### src/common/jfr_pkg.sv
// Shared constants and carrier types for the jog and fixed-speed reference ramp.
// Assumes a single 40 MHz controller clock and 16-bit signed rpm references.
package jfr_pkg;

  ////////////////////////////////////////////////////////////////////////////////
  // Clock and time base.
  ////////////////////////////////////////////////////////////////////////////////
  // Controller clock period in nanoseconds.
  localparam int unsigned CLK_PERIOD_NS       = 25;
  // One stored time count is one hundredth of a second, in nanoseconds.
  localparam int unsigned TIME_UNIT_NS        = 10_000_000;
  // Clock cycles per stored time count.
  localparam int unsigned CYC_PER_TIME_UNIT   = TIME_UNIT_NS / CLK_PERIOD_NS;

  ////////////////////////////////////////////////////////////////////////////////
  // Ranges and reset values.
  ////////////////////////////////////////////////////////////////////////////////
  // Stored counts per second of ramp time.
  localparam logic [15:0] TIME_COUNTS_PER_S   = 16'h0064;
  // Longest ramp time, 300 s in stored counts.
  localparam logic [15:0] TIME_MAX            = 16'h7530;
  // Reset ramp time, 20 s in stored counts.
  localparam logic [15:0] TIME_DEFAULT        = 16'h07d0;
  // Magnitude limit of any rpm setting, 10000 rpm.
  localparam logic [15:0] RPM_MAX             = 16'h2710;
  // Reset value of a speed setting, 0 rpm.
  localparam logic [15:0] SPEED_DEFAULT       = 16'h0000;
  // Internal limit factor numerator and denominator.
  localparam logic [31:0] LIMIT_NUM           = 32'h0000_7fff;
  localparam logic [31:0] LIMIT_DEN           = 32'h0000_4e20;
  // Control word bit positions of the two jog requests.
  localparam int unsigned MCW_JOG_ONE_BIT     = 8;
  localparam int unsigned MCW_JOG_TWO_BIT     = 9;

  ////////////////////////////////////////////////////////////////////////////////
  // Carrier types.
  ////////////////////////////////////////////////////////////////////////////////
  // Retained jog settings, times in hundredths of a second, speeds in rpm.
  typedef struct packed {
    logic        [15:0] jog_accel_duration;
    logic        [15:0] jog_decel_duration;
    logic signed [15:0] constant_speed_one;
    logic signed [15:0] constant_speed_two;
  } jfr_settings_t;

  // Source of the ramp target.
  typedef enum logic [1:0] {
    JFR_SRC_MAIN  = 2'b00,
    JFR_SRC_ONE   = 2'b01,
    JFR_SRC_TWO   = 2'b10
  } jfr_source_t;

endpackage

### src/hw/jfr_ramp.sv
// Jog and fixed-speed reference stage with its own speed ramp.
// Assumes settings are restored from retained storage by a load strobe after power-up,
// and that main control word and path settings come from logic on the same clock.
`timescale 1ns/10ps
module jfr_ramp
  import jfr_pkg::*;
#(
  parameter int unsigned TIME_UNIT_CYCLES = CYC_PER_TIME_UNIT
) (
  input  wire logic               clock_in,
  input  wire logic               sys_rst_in,
  input  wire logic               jog_command_one_in,
  input  wire logic               jog_command_two_in,
  input  wire logic        [15:0] main_control_word_in,
  input  wire logic signed [15:0] main_speed_setpoint_in,
  input  wire logic               path_one_multiplexer_in,
  input  wire logic               path_one_selector_in,
  input  wire logic               path_two_multiplexer_in,
  input  wire logic               path_two_selector_in,
  input  wire logic        [15:0] active_speed_scale_in,
  input  wire logic        [7:0]  ramp_duration_multiplier_in,
  input  wire logic        [15:0] normal_accel_duration_in,
  input  wire logic        [15:0] normal_decel_duration_in,
  input  wire jfr_settings_t      settings_in,
  input  wire logic               settings_load_in,
  output jfr_settings_t           settings_out,
  output logic signed [15:0]      applied_speed_setpoint_out,
  output logic signed [15:0]      ramp_input_out,
  output logic signed [15:0]      ramped_reference_out,
  output logic                    jog_times_active_out
);

  ////////////////////////////////////////////////////////////////////////////////
  // Helper functions.
  ////////////////////////////////////////////////////////////////////////////////

  // Clamps a signed rpm value symmetrically to plus or minus a magnitude.
  function automatic logic signed [15:0] clamp_ref(input logic signed [15:0] v,
                                                   input logic        [15:0] lim);
    logic signed [16:0] hi;
    logic signed [16:0] lo;
    logic signed [16:0] vx;
    begin
      hi = $signed({1'b0, lim});
      lo = -hi;
      vx = {v[15], v};
      if (vx > hi) begin
        clamp_ref = hi[15:0];
      end else if (vx < lo) begin
        clamp_ref = lo[15:0];
      end else begin
        clamp_ref = v;
      end
    end
  endfunction

  // Limits a stored time count to the longest allowed ramp time.
  function automatic logic [15:0] clamp_time(input logic [15:0] t);
    begin
      clamp_time = (t > TIME_MAX) ? TIME_MAX : t;
    end
  endfunction

  ////////////////////////////////////////////////////////////////////////////////
  // Pin synchronisers for the jog command inputs.
  ////////////////////////////////////////////////////////////////////////////////
  logic [1:0] jog_one_sync_r;  // First stage bit 0, second stage bit 1.
  logic [1:0] jog_two_sync_r;  // Same layout for the second command.

  // Two flip-flops per pin before any logic looks at the command.
  always_ff @(posedge clock_in or posedge sys_rst_in) begin
    if (sys_rst_in) begin
      jog_one_sync_r <= 2'h0;
      jog_two_sync_r <= 2'h0;
    end else begin
      jog_one_sync_r <= {jog_one_sync_r[0], jog_command_one_in};
      jog_two_sync_r <= {jog_two_sync_r[0], jog_command_two_in};
    end
  end

  ////////////////////////////////////////////////////////////////////////////////
  // Retained settings.
  ////////////////////////////////////////////////////////////////////////////////
  jfr_settings_t settings_r;    // Settings as held.
  jfr_settings_t settings_nxt;  // Range-checked copy of the incoming settings.

  assign settings_nxt.jog_accel_duration = clamp_time(settings_in.jog_accel_duration);
  assign settings_nxt.jog_decel_duration = clamp_time(settings_in.jog_decel_duration);
  assign settings_nxt.constant_speed_one = clamp_ref(settings_in.constant_speed_one, RPM_MAX);
  assign settings_nxt.constant_speed_two = clamp_ref(settings_in.constant_speed_two, RPM_MAX);

  // retained time storage
  // Settings change only on reset or a load strobe, so a restore after power-up recovers them.
  always_ff @(posedge clock_in or posedge sys_rst_in) begin
    if (sys_rst_in) begin
      settings_r.jog_accel_duration <= TIME_DEFAULT;
      settings_r.jog_decel_duration <= TIME_DEFAULT;
      settings_r.constant_speed_one <= SPEED_DEFAULT;
      settings_r.constant_speed_two <= SPEED_DEFAULT;
    end else if (settings_load_in) begin
      settings_r <= settings_nxt;
    end
  end

  assign settings_out = settings_r;

  ////////////////////////////////////////////////////////////////////////////////
  // Reference scaling and selection.
  ////////////////////////////////////////////////////////////////////////////////
  logic        [31:0] limit_wide;   // Scale times 32767/20000, full width.
  logic        [15:0] limit_rpm;    // Internal limit magnitude.
  logic signed [15:0] main_lim;     // Main setpoint after both clamps.
  logic signed [15:0] speed_one_lim;  // First fixed speed after the scale clamp.
  logic signed [15:0] speed_two_lim;  // Second fixed speed after the scale clamp.
  logic               path_on;      // Either reference path is connected.
  logic               jog_one;      // First jog request from pin or control word.
  logic               jog_two;      // Second jog request from pin or control word.
  logic               jog_active;   // Any jog request.
  jfr_source_t        source;       // Chosen ramp source.
  logic signed [15:0] target;       // Ramp target this cycle.

  assign limit_wide = 32'(active_speed_scale_in) * LIMIT_NUM / LIMIT_DEN;
  assign limit_rpm  = (limit_wide > 32'h0000_ffff) ? 16'hffff : limit_wide[15:0];

  assign main_lim      = clamp_ref(clamp_ref(main_speed_setpoint_in, RPM_MAX), limit_rpm);
  assign speed_one_lim = clamp_ref(settings_r.constant_speed_one, limit_rpm);
  assign speed_two_lim = clamp_ref(settings_r.constant_speed_two, limit_rpm);

  assign path_on = (path_one_multiplexer_in & path_one_selector_in) |
                   (path_two_multiplexer_in & path_two_selector_in);

  assign jog_one    = jog_one_sync_r[1] | main_control_word_in[MCW_JOG_ONE_BIT];
  assign jog_two    = jog_two_sync_r[1] | main_control_word_in[MCW_JOG_TWO_BIT];
  assign jog_active = jog_one | jog_two;

  // fixed speed override
  // The first request wins when both are present.
  assign source = jog_one ? JFR_SRC_ONE : (jog_two ? JFR_SRC_TWO : JFR_SRC_MAIN);

  always_comb begin
    case (source)
      JFR_SRC_ONE:  target = speed_one_lim;
      JFR_SRC_TWO:  target = speed_two_lim;
      JFR_SRC_MAIN: target = applied_speed_setpoint_out;
      default:      target = applied_speed_setpoint_out;
    endcase
  end

  ////////////////////////////////////////////////////////////////////////////////
  // Ramp time selection.
  ////////////////////////////////////////////////////////////////////////////////
  logic               moving_up;   // Output must rise toward the target.
  logic               away_zero;   // Movement grows the magnitude: acceleration.
  logic        [15:0] time_sel;    // Chosen ramp time in stored counts.
  logic        [7:0]  mult_eff;    // Multiplier, zero taken as one.
  logic        [63:0] step_den;    // Cycles times scale per one rpm step.
  logic        [63:0] acc_sum;     // Accumulator plus this cycle's share.
  logic               step_due;    // Accumulator has crossed the threshold.
  logic               at_target;   // Output equals the target.
  logic        [63:0] acc_r;       // Fractional progress toward the next 1 rpm step.

  assign moving_up = target > ramped_reference_out;
  assign away_zero = moving_up ? (ramped_reference_out >= 16'sh0000)
                               : (ramped_reference_out <= 16'sh0000);

  assign time_sel = jog_active
                  ? (away_zero ? settings_r.jog_accel_duration : settings_r.jog_decel_duration)
                  : (away_zero ? normal_accel_duration_in : normal_decel_duration_in);

  assign mult_eff = (ramp_duration_multiplier_in == 8'h00) ? 8'h01
                                                           : ramp_duration_multiplier_in;
  assign step_den = 64'(time_sel) * 64'(mult_eff) * 64'(TIME_UNIT_CYCLES);

  assign acc_sum   = acc_r + 64'(active_speed_scale_in);
  assign step_due  = acc_sum >= step_den;
  assign at_target = ramped_reference_out == target;

  ////////////////////////////////////////////////////////////////////////////////
  // Ramp integrator.
  ////////////////////////////////////////////////////////////////////////////////
  // jog ramp slope
  // Adding the scale each cycle against time times cycles gives scale per time.
  always_ff @(posedge clock_in or posedge sys_rst_in) begin
    if (sys_rst_in) begin
      acc_r                <= 64'h0;
      ramped_reference_out <= 16'sh0000;
    end else if (at_target) begin
      acc_r <= 64'h0;
    end else if (time_sel == 16'h0000) begin
      acc_r                <= 64'h0;
      ramped_reference_out <= target;
    end else if (step_due) begin
      acc_r                <= acc_sum - step_den;
      ramped_reference_out <= moving_up ? ramped_reference_out + 16'sh0001
                                        : ramped_reference_out - 16'sh0001;
    end else begin
      acc_r <= acc_sum;
    end
  end

  // Registered views of the selected references and the jog time flag.
  always_ff @(posedge clock_in or posedge sys_rst_in) begin
    if (sys_rst_in) begin
      applied_speed_setpoint_out <= 16'sh0000;
      ramp_input_out             <= 16'sh0000;
      jog_times_active_out       <= 1'b0;
    end else begin
      applied_speed_setpoint_out <= path_on ? main_lim : 16'sh0000;
      ramp_input_out             <= target;
      jog_times_active_out       <= jog_active;
    end
  end
endmodule

### config.mk
export PLATFORM = sky130hd
export DESIGN_NAME = jfr_ramp
export DESIGN_NICKNAME = d
export VERILOG_FILES = /design/src/common/jfr_pkg.sv /design/src/hw/jfr_ramp.sv
export SDC_FILE = /design/constraint.sdc
export NUM_CORES = 2
export LEC_CHECK = 0
export BUFFER_PORTS_ARGS = -buffer_cell sky130_fd_sc_hd__buf_2
export CAP_MARGIN = 20
export CORE_UTILIZATION = 45
export CTS_CLUSTER_SIZE = 40
export DETAILED_ROUTE_END_ITERATION = 12
export GPL_TIMING_DRIVEN = 1
export MAX_ROUTING_LAYER = met4
export PLACE_DENSITY = 0.6
export SYNTH_ARGS = -nofsm -noshare
export SYNTH_HDL_FRONTEND = slang
export SYNTH_SLANG_ARGS = --single-unit
### constraint.sdc
create_clock -name clock_in -period 21.3 [get_ports clock_in]
set_input_delay 1.065 -clock clock_in [delete_from_list [all_inputs] [get_ports clock_in]]
set_output_delay 1.065 -clock clock_in [all_outputs]
set_load 0.05 [all_outputs]
# After elaboration in Yosys (flattened, before gate mapping)
# Index checks and enable logic that the tools add are counted.
dict set report op_classes {
  n_addsub 5
  n_mul 3
  div 1
  magnitude_cmp 19
  n_eq_ne 3
  muxes 30
  n_bitwise 7
  n_reduce_logical 4
}
# operator count
set op_table {}
lappend op_table {{$mux 16} 22}
lappend op_table {{$mux 64} 3}
lappend op_table {{$gt 16x15->1 const B} 5}
lappend op_table {{$add 64x16->64} 1}
lappend op_table {{$ge 64x43->1} 1}
lappend op_table {{$sub 64x43->64} 1}
lappend op_table {{$gt 16x17->1} 3}
lappend op_table {{$lt 16x17->1} 3}
lappend op_table {{$lt 16x15->1 const B} 3}
lappend op_table {{$mul 24x12->36 const B} 1}
lappend op_table {{$div 31x15->32 const B} 1}
lappend op_table {{$gt 32x16->1 const B} 1}
lappend op_table {{$pmux 16 s2} 1}
lappend op_table {{$mul 16x15->31 const B} 1}
lappend op_table {{$mul 16x8->24} 1}
lappend op_table {{$neg 16->17} 1}
lappend op_table {{$add 16x2->16 const B} 1}
lappend op_table {{$eq 16x16->1} 1}
lappend op_table {{$ge 16x1->1 const B} 1}
lappend op_table {{$gt 16x16->1} 1}
lappend op_table {{$le 16x1->1 const B} 1}
lappend op_table {{$logic_not 16->1} 1}
lappend op_table {{$sub 16x2->16 const B} 1}
lappend op_table {{$logic_not 8->1} 1}
lappend op_table {{10 further kinds} 15}
dict set report totals {
  reg_bits 181
  inputBits 161
  output_inout_bits 113
  elab_cells 83
}

# Depth between registers and ports, before layout
dict set report depth {
  ltp_word 19
  mapped_depth 199
  ltp_nobuf 180
}

# Least setup slack after synthesis
# No wires, ideal clock.
dict set report synth_path {
  path_kind {input -> register}
  start {input port active_speed_scale_in[5]}
  end {register ramped_reference_out[8]}
  setup_time_ps 145
  arrival_time_ps 38512
  t_required_ps 21155
  setup_slack_ps -17357
  path_stages 173
  path_cell_list {fa_1 -> fa_1 -> fa_1 -> inv_1 -> fa_1 -> inv_1 -> fa_1 -> inv_1 -> fa_1 -> inv_1 -> ha_1 -> clkbuf_1 -> a21oi_1 -> o21ai_1 -> o211a_1 -> a211o_1 -> or3_1 -> a211oi_4 -> [137 not listed] -> o21bai_1 -> a21oi_1 -> o21bai_1 -> a21oi_1 -> xor2_1 -> ha_1 -> a21o_1 -> nand2_1 -> nand3b_1 -> inv_1 -> nand3_1 -> nor4_1 -> and2_1 -> clkbuf_1 -> a21oi_1 -> dlygate4sd3_1 -> o21ai_0 -> a41oi_1}
}
dict set report synth_between {
  elab_chain_cells 18
}
# item line_no
set synth_lines {}
lappend synth_lines {{start, declared} jfr_ramp.sv:20} ;# input wire logic [15:0] active_speed_scale_in,
lappend synth_lines {{$mul 16x15->31 *} jfr_ramp.sv:122} ;# assign limit_wide = 32'(active_speed_scale_in) * LIMIT_NUM / LIMIT_DEN;
lappend synth_lines {{$div 31x15->32 *} jfr_ramp.sv:122}
lappend synth_lines {{$gt 32x16->1} jfr_ramp.sv:123} ;# assign limit_rpm = (limit_wide > 32'h0000_ffff) ? 16'hffff : limit_wide[15:0];
lappend synth_lines {{$mux 16 *} jfr_ramp.sv:123}
lappend synth_lines {{$neg 16->17} jfr_ramp.sv:45} ;# lo = -hi;
lappend synth_lines {{$lt 16x17->1} jfr_ramp.sv:49} ;# end else if (vx < lo) begin
lappend synth_lines {{$mux 16} jfr_ramp.sv:49}
lappend synth_lines {{$mux 16} jfr_ramp.sv:47} ;# if (vx > hi) begin
lappend synth_lines {{[1 not listed]} --}
lappend synth_lines {{via target[1]} jfr_ramp.sv:120} ;# logic signed [15:0] target;
lappend synth_lines {{[1 not listed]} --}
lappend synth_lines {{$mux 1} jfr_ramp.sv:163} ;# assign away_zero = moving_up ? (ramped_reference_out >= 16'sh0000)
lappend synth_lines {{$mux 16 (on tied branches)} {jfr_ramp.sv:168, jfr_ramp.sv:167}}
lappend synth_lines {{$mux 16} jfr_ramp.sv:167} ;# ? (away_zero ? settings_r.jog_accel_duration : settings_r.jog_decel_duration)
lappend synth_lines {{$mul 16x8->24} jfr_ramp.sv:172} ;# assign step_den = 64'(time_sel) * 64'(mult_eff) * 64'(TIME_UNIT_CYCLES);
lappend synth_lines {{$mul 24x12->36} jfr_ramp.sv:172}
lappend synth_lines {{$ge 64x43->1} jfr_ramp.sv:175} ;# assign step_due = acc_sum >= step_den;
lappend synth_lines {{$reduce_bool 2->1 (no source line)} --}
lappend synth_lines {{$reduce_and 2->1 (no source line)} --}
lappend synth_lines {{end signal, assigned} jfr_ramp.sv:191} ;# ramped_reference_out <= target;
lappend synth_lines {{end signal, assigned} jfr_ramp.sv:194} ;# ramped_reference_out <= moving_up ? ramped_reference_out + 16'sh0001
lappend synth_lines {{end, declared} jfr_ramp.sv:29} ;# output logic signed [15:0] ramped_reference_out,
# Mark *: on every way through the listed nets, which the timed path passes. The rest lies on a longest branch. The select of a mux whose other input is x is not followed.
# A chain may end at the register's enable or synchronous reset.

# Worst setup path in the final report
dict set report layout_path {
  start {input port active_speed_scale_in[5]}
  end {register acc_r[62]}
}
dict set report layout_between {
  elab_chain_cells 19
}
# item line_no
set layout_lines {}
lappend layout_lines {{$mul 16x15->31 *} jfr_ramp.sv:122}
lappend layout_lines {{$div 31x15->32 *} jfr_ramp.sv:122}
lappend layout_lines {{$gt 32x16->1} jfr_ramp.sv:123}
lappend layout_lines {{$mux 16 *} jfr_ramp.sv:123}
lappend layout_lines {{$neg 16->17} jfr_ramp.sv:45}
lappend layout_lines {{$lt 16x17->1} jfr_ramp.sv:49}
lappend layout_lines {{$mux 16} jfr_ramp.sv:49}
lappend layout_lines {{$mux 16} jfr_ramp.sv:47}
lappend layout_lines {{[1 not listed]} --}
lappend layout_lines {{via target[9]} jfr_ramp.sv:120}
lappend layout_lines {{[2 not listed]} --}
lappend layout_lines {{$mux 16 (on tied branches)} {jfr_ramp.sv:168, jfr_ramp.sv:167}}
lappend layout_lines {{$mux 16} jfr_ramp.sv:167}
lappend layout_lines {{$mul 16x8->24} jfr_ramp.sv:172}
lappend layout_lines {{$mul 24x12->36} jfr_ramp.sv:172}
lappend layout_lines {{$sub 64x43->64 / $ge 64x43->1 (equally long branches)} {jfr_ramp.sv:193, jfr_ramp.sv:175}}
lappend layout_lines {{$mux 64} jfr_ramp.sv:192} ;# end else if (step_due) begin
lappend layout_lines {{$mux 64} jfr_ramp.sv:189} ;# end else if (time_sel == 16'h0000) begin
lappend layout_lines {{$mux 64 *} jfr_ramp.sv:187} ;# end else if (at_target) begin
lappend layout_lines {{end signal, assigned} jfr_ramp.sv:193} ;# acc_r <= acc_sum - step_den;
lappend layout_lines {{end signal, assigned} jfr_ramp.sv:197} ;# acc_r <= acc_sum;
lappend layout_lines {{end, declared} jfr_ramp.sv:160} ;# logic [63:0] acc_r;
# Mark *: on every way through the listed nets, which the timed path passes. The rest lies on a longest branch.

==> run metrics <==
core box area roughly 82000 um2; Overall Global Routing Usage between 30% and 40%; CP Max Fanout 12; crit path capture type flop; Netlist Area Pre-Place around 37000 um2; Yosys top cell area share 14.67%; clock slew at reported path FFs approximately 0.09 ns; vias in the first global route between 30000 and 40000; final setup violating endpoints between 100 and 150; first-iteration detailed-routing DRC count around 2400; clk buf depth 2; root buffer cell clkbuf_16; Congestion Overflow GR 0; Hold Crit Class flop to flop; Cells after Synth around 4600; Starting Density 45.46%; Seq cells post-synth around 180; pins over their slew limit 0; max-cap viol count 0; Register Area about 4500 um2; Max Fclk about 28 MHz; leading area contributor after synthesis fa_1; Crit path largest cell delay ~0.57 ns; # clock sinks approximately 180; Slew HR about a third; crit path DAT ~37 ns; EDFF count, synth 0; met3 Resource Use GR about 3.5%; die area approximately 84000 um2; CP max-delay cell fa_1; grt met2 use approximately 54%; crit path time final approximately 36 ns; grt met1 use about 40%; # DRC 0; # rows around 110; die height slightly below 300 um; Routed WL roughly 140 mm; fin cells 7331; CP dominant cell by count buf_6; Post-Route Skew between 0.03 and 0.04 ns; GP Congestion 1.047; CTS tree built; wire length per cell 18.53 um; initial antenna violation count 1; Via-to-Cell Ratio 5.461; Placed Instance Area approximately 50000 um2; Final Hold Fails 0; Final #Nets between 7000 and 8000; status finished, violations left; share of cells above drive strength 1 between 40 and 50%; ys async rst share 100.0%; fill count approximately 6800; failing checks setup timing; clock latency at the later pin of the worst-skew pair 0.51 ns; Mean Syn Cell Area around 8 um2; largest net degree at the start of global routing ~110; Period Utilization, post-route 170.0%; Routed Antenna Nets 0; num ports about 270; total CTS buffers 17; RSZ-0062 raised after global routing true; ys flop type dfrtp_1; Syn Nets between 5000 and 6000; Netlist cell types between 100 and 150; synthesis-to-finish area growth 48.71%; global-route wire length before repair around 210 mm; most used routing layer met2; most frequent cell after synthesis inv_1; DRT Pass-1 Iters 8; worst setup margin -14.91 ns; Die X just under 300 um; Setup WS pre-CTS -16.51 ns; Syn. warnings 0; Hold Buf Count CTS 0; Placed Cells between 7000 and 8000; multi-input logic area 33430 um2; H-tree levels 4; crit path kind primary input to flop; Synth top cells by count 638 x inv_1, 427 x nor2_1, 418 x ha_1, 350 x a21oi_1, 313 x nand2_1; worst hold margin about 0.35 ns; HPWL after DPL ~110 mm; Slew @ Worst Pin 0.9858 ns; Startpoint Class primary input; worst path required time around 22 ns; final instance area roughly 55000 um2; Synth area leaders fa_1 15%, ha_1 14%, dfrtp_1 11%, inv_1 6.4%, xnor2_1 5.6%; port bufs between 200 and 300; via count between 40000 and 50000; Seq/Total Area, Yosys 12.19%
worst max-delay path: cells and delay by family:
kind	cells	cell delay (ns)
xor gates and xnor gates	5	0.88
and+or+nand+nor	46	8.36
adders and majority gates	22	9.00
muxes	1	0.16
AOI/OAI and AO/OA	71	13.07
buffers and inverters	35	4.01
cell families after synthesis:
family,after synthesis,share of synthesized area (%)
and+or+nand+nor,1308,17.09
DFF,181,12.19
xor gates and xnor gates,299,7.339
adders and majority gates,708,29.17
buffers and inverters,795,8.551
AOI/OAI and AO/OA,1273,23.92
muxes,60,1.732
layout make-up:
type	instances	share of cell area, %
diodes	1	0.004515
clock buffers	19	0.7992
clock inverters	13	0.2371
inverters	655	4.463
multi-input cells	3649	60.33
flip-flops and latches	181	8.200
well taps	1070	2.416
repair buffers	1743	23.55
state kept, by name (all words and copies together) (netlist names):
| name | flops |
|---|---|
| settings_out | 64 |
| acc_r | 64 |
| jog_two_sync_r | 2 |
| jog_times_active_out | 1 |
| ramp_input_out | 16 |
| jog_one_sync_r | 2 |
| ramped_reference_out | 16 |
| applied_speed_setpoint_out | 16 |
per-layer routing:
metal  share of wire [%]  vias to the layer above
li1                    -                    19410
met1                  43                    19400
met2                  50                      961
met3                 4.2                      268
met4                 3.5                        0
met5                   0                        -
stage by stage:
stage | utilization, % | setup TNS, ns
2_1_floorplan | - | -1144.18
3_3_place_gp | 60.95 | -1306.14
3_5_place_dp | 60.95 | -1334.00
4_1_cts | 64.90 | -1130.67
5_1_grt | 67.60 | -1308.07
6_report | 67.60 | -1171.01
path summary, 6_finish.rpt:
| kind | start | end | slack [ns] | cells past startpoint |
|---|---|---|---|---|
| worst max-delay path | active_speed_scale_in[5] | acc_r[62] | -14.91 | 180 |
| max in group asynchronous | sys_rst_in | acc_r[38] | 19.06 | 3 |
| min in group asynchronous | sys_rst_in | settings_out[48] | 0.74 | 2 |
| worst min-delay path | jog_two_sync_r[0] | jog_two_sync_r[1] | 0.35 | 0 |
| worst max register to register | settings_out[21] | acc_r[62] | 4.01 | 106 |
| worst min register to register | jog_two_sync_r[0] | jog_two_sync_r[1] | 0.35 | 0 |
layout by cell type (no fill, tap or decap), types with 21 or more instances in the layout:
cell type and instances:
o22a_1 23, and2_1 50, buf_4 1402, a21oi_2 91
xor2_1 44, a21oi_4 21, mux2i_1 35, ha_4 48
o21ai_1 60, nand4_1 49, a21oi_1 245, o21ai_0 133
o21bai_1 80, nand2_1 293, ha_1 368, nor2_2 21
inv_2 53, inv_1 585, a21o_1 81, o21a_1 35
nor2_1 402, buf_6 71, and3_1 42, xnor2_1 200
o211ai_1 45, nand3_1 72, fa_2 22, buf_2 246
nor2b_1 31, nand2b_1 38, xnor2_2 34, a31oi_1 37
nor3_1 81, fa_1 251, dfrtp_1 169, o21ai_2 23
repair_timing:
action	in CTS	in global routing
hold endpoints to repair	0	0
buffers inserted	117	80
gates resized for setup	352	341
cloned	1	4
pin swaps	325	321
endpoints found under the setup margin	112	112
Power is left out: the tool's default activity adds up to more than one toggle a clock period on the data nets, which glitch-free logic cannot reach.
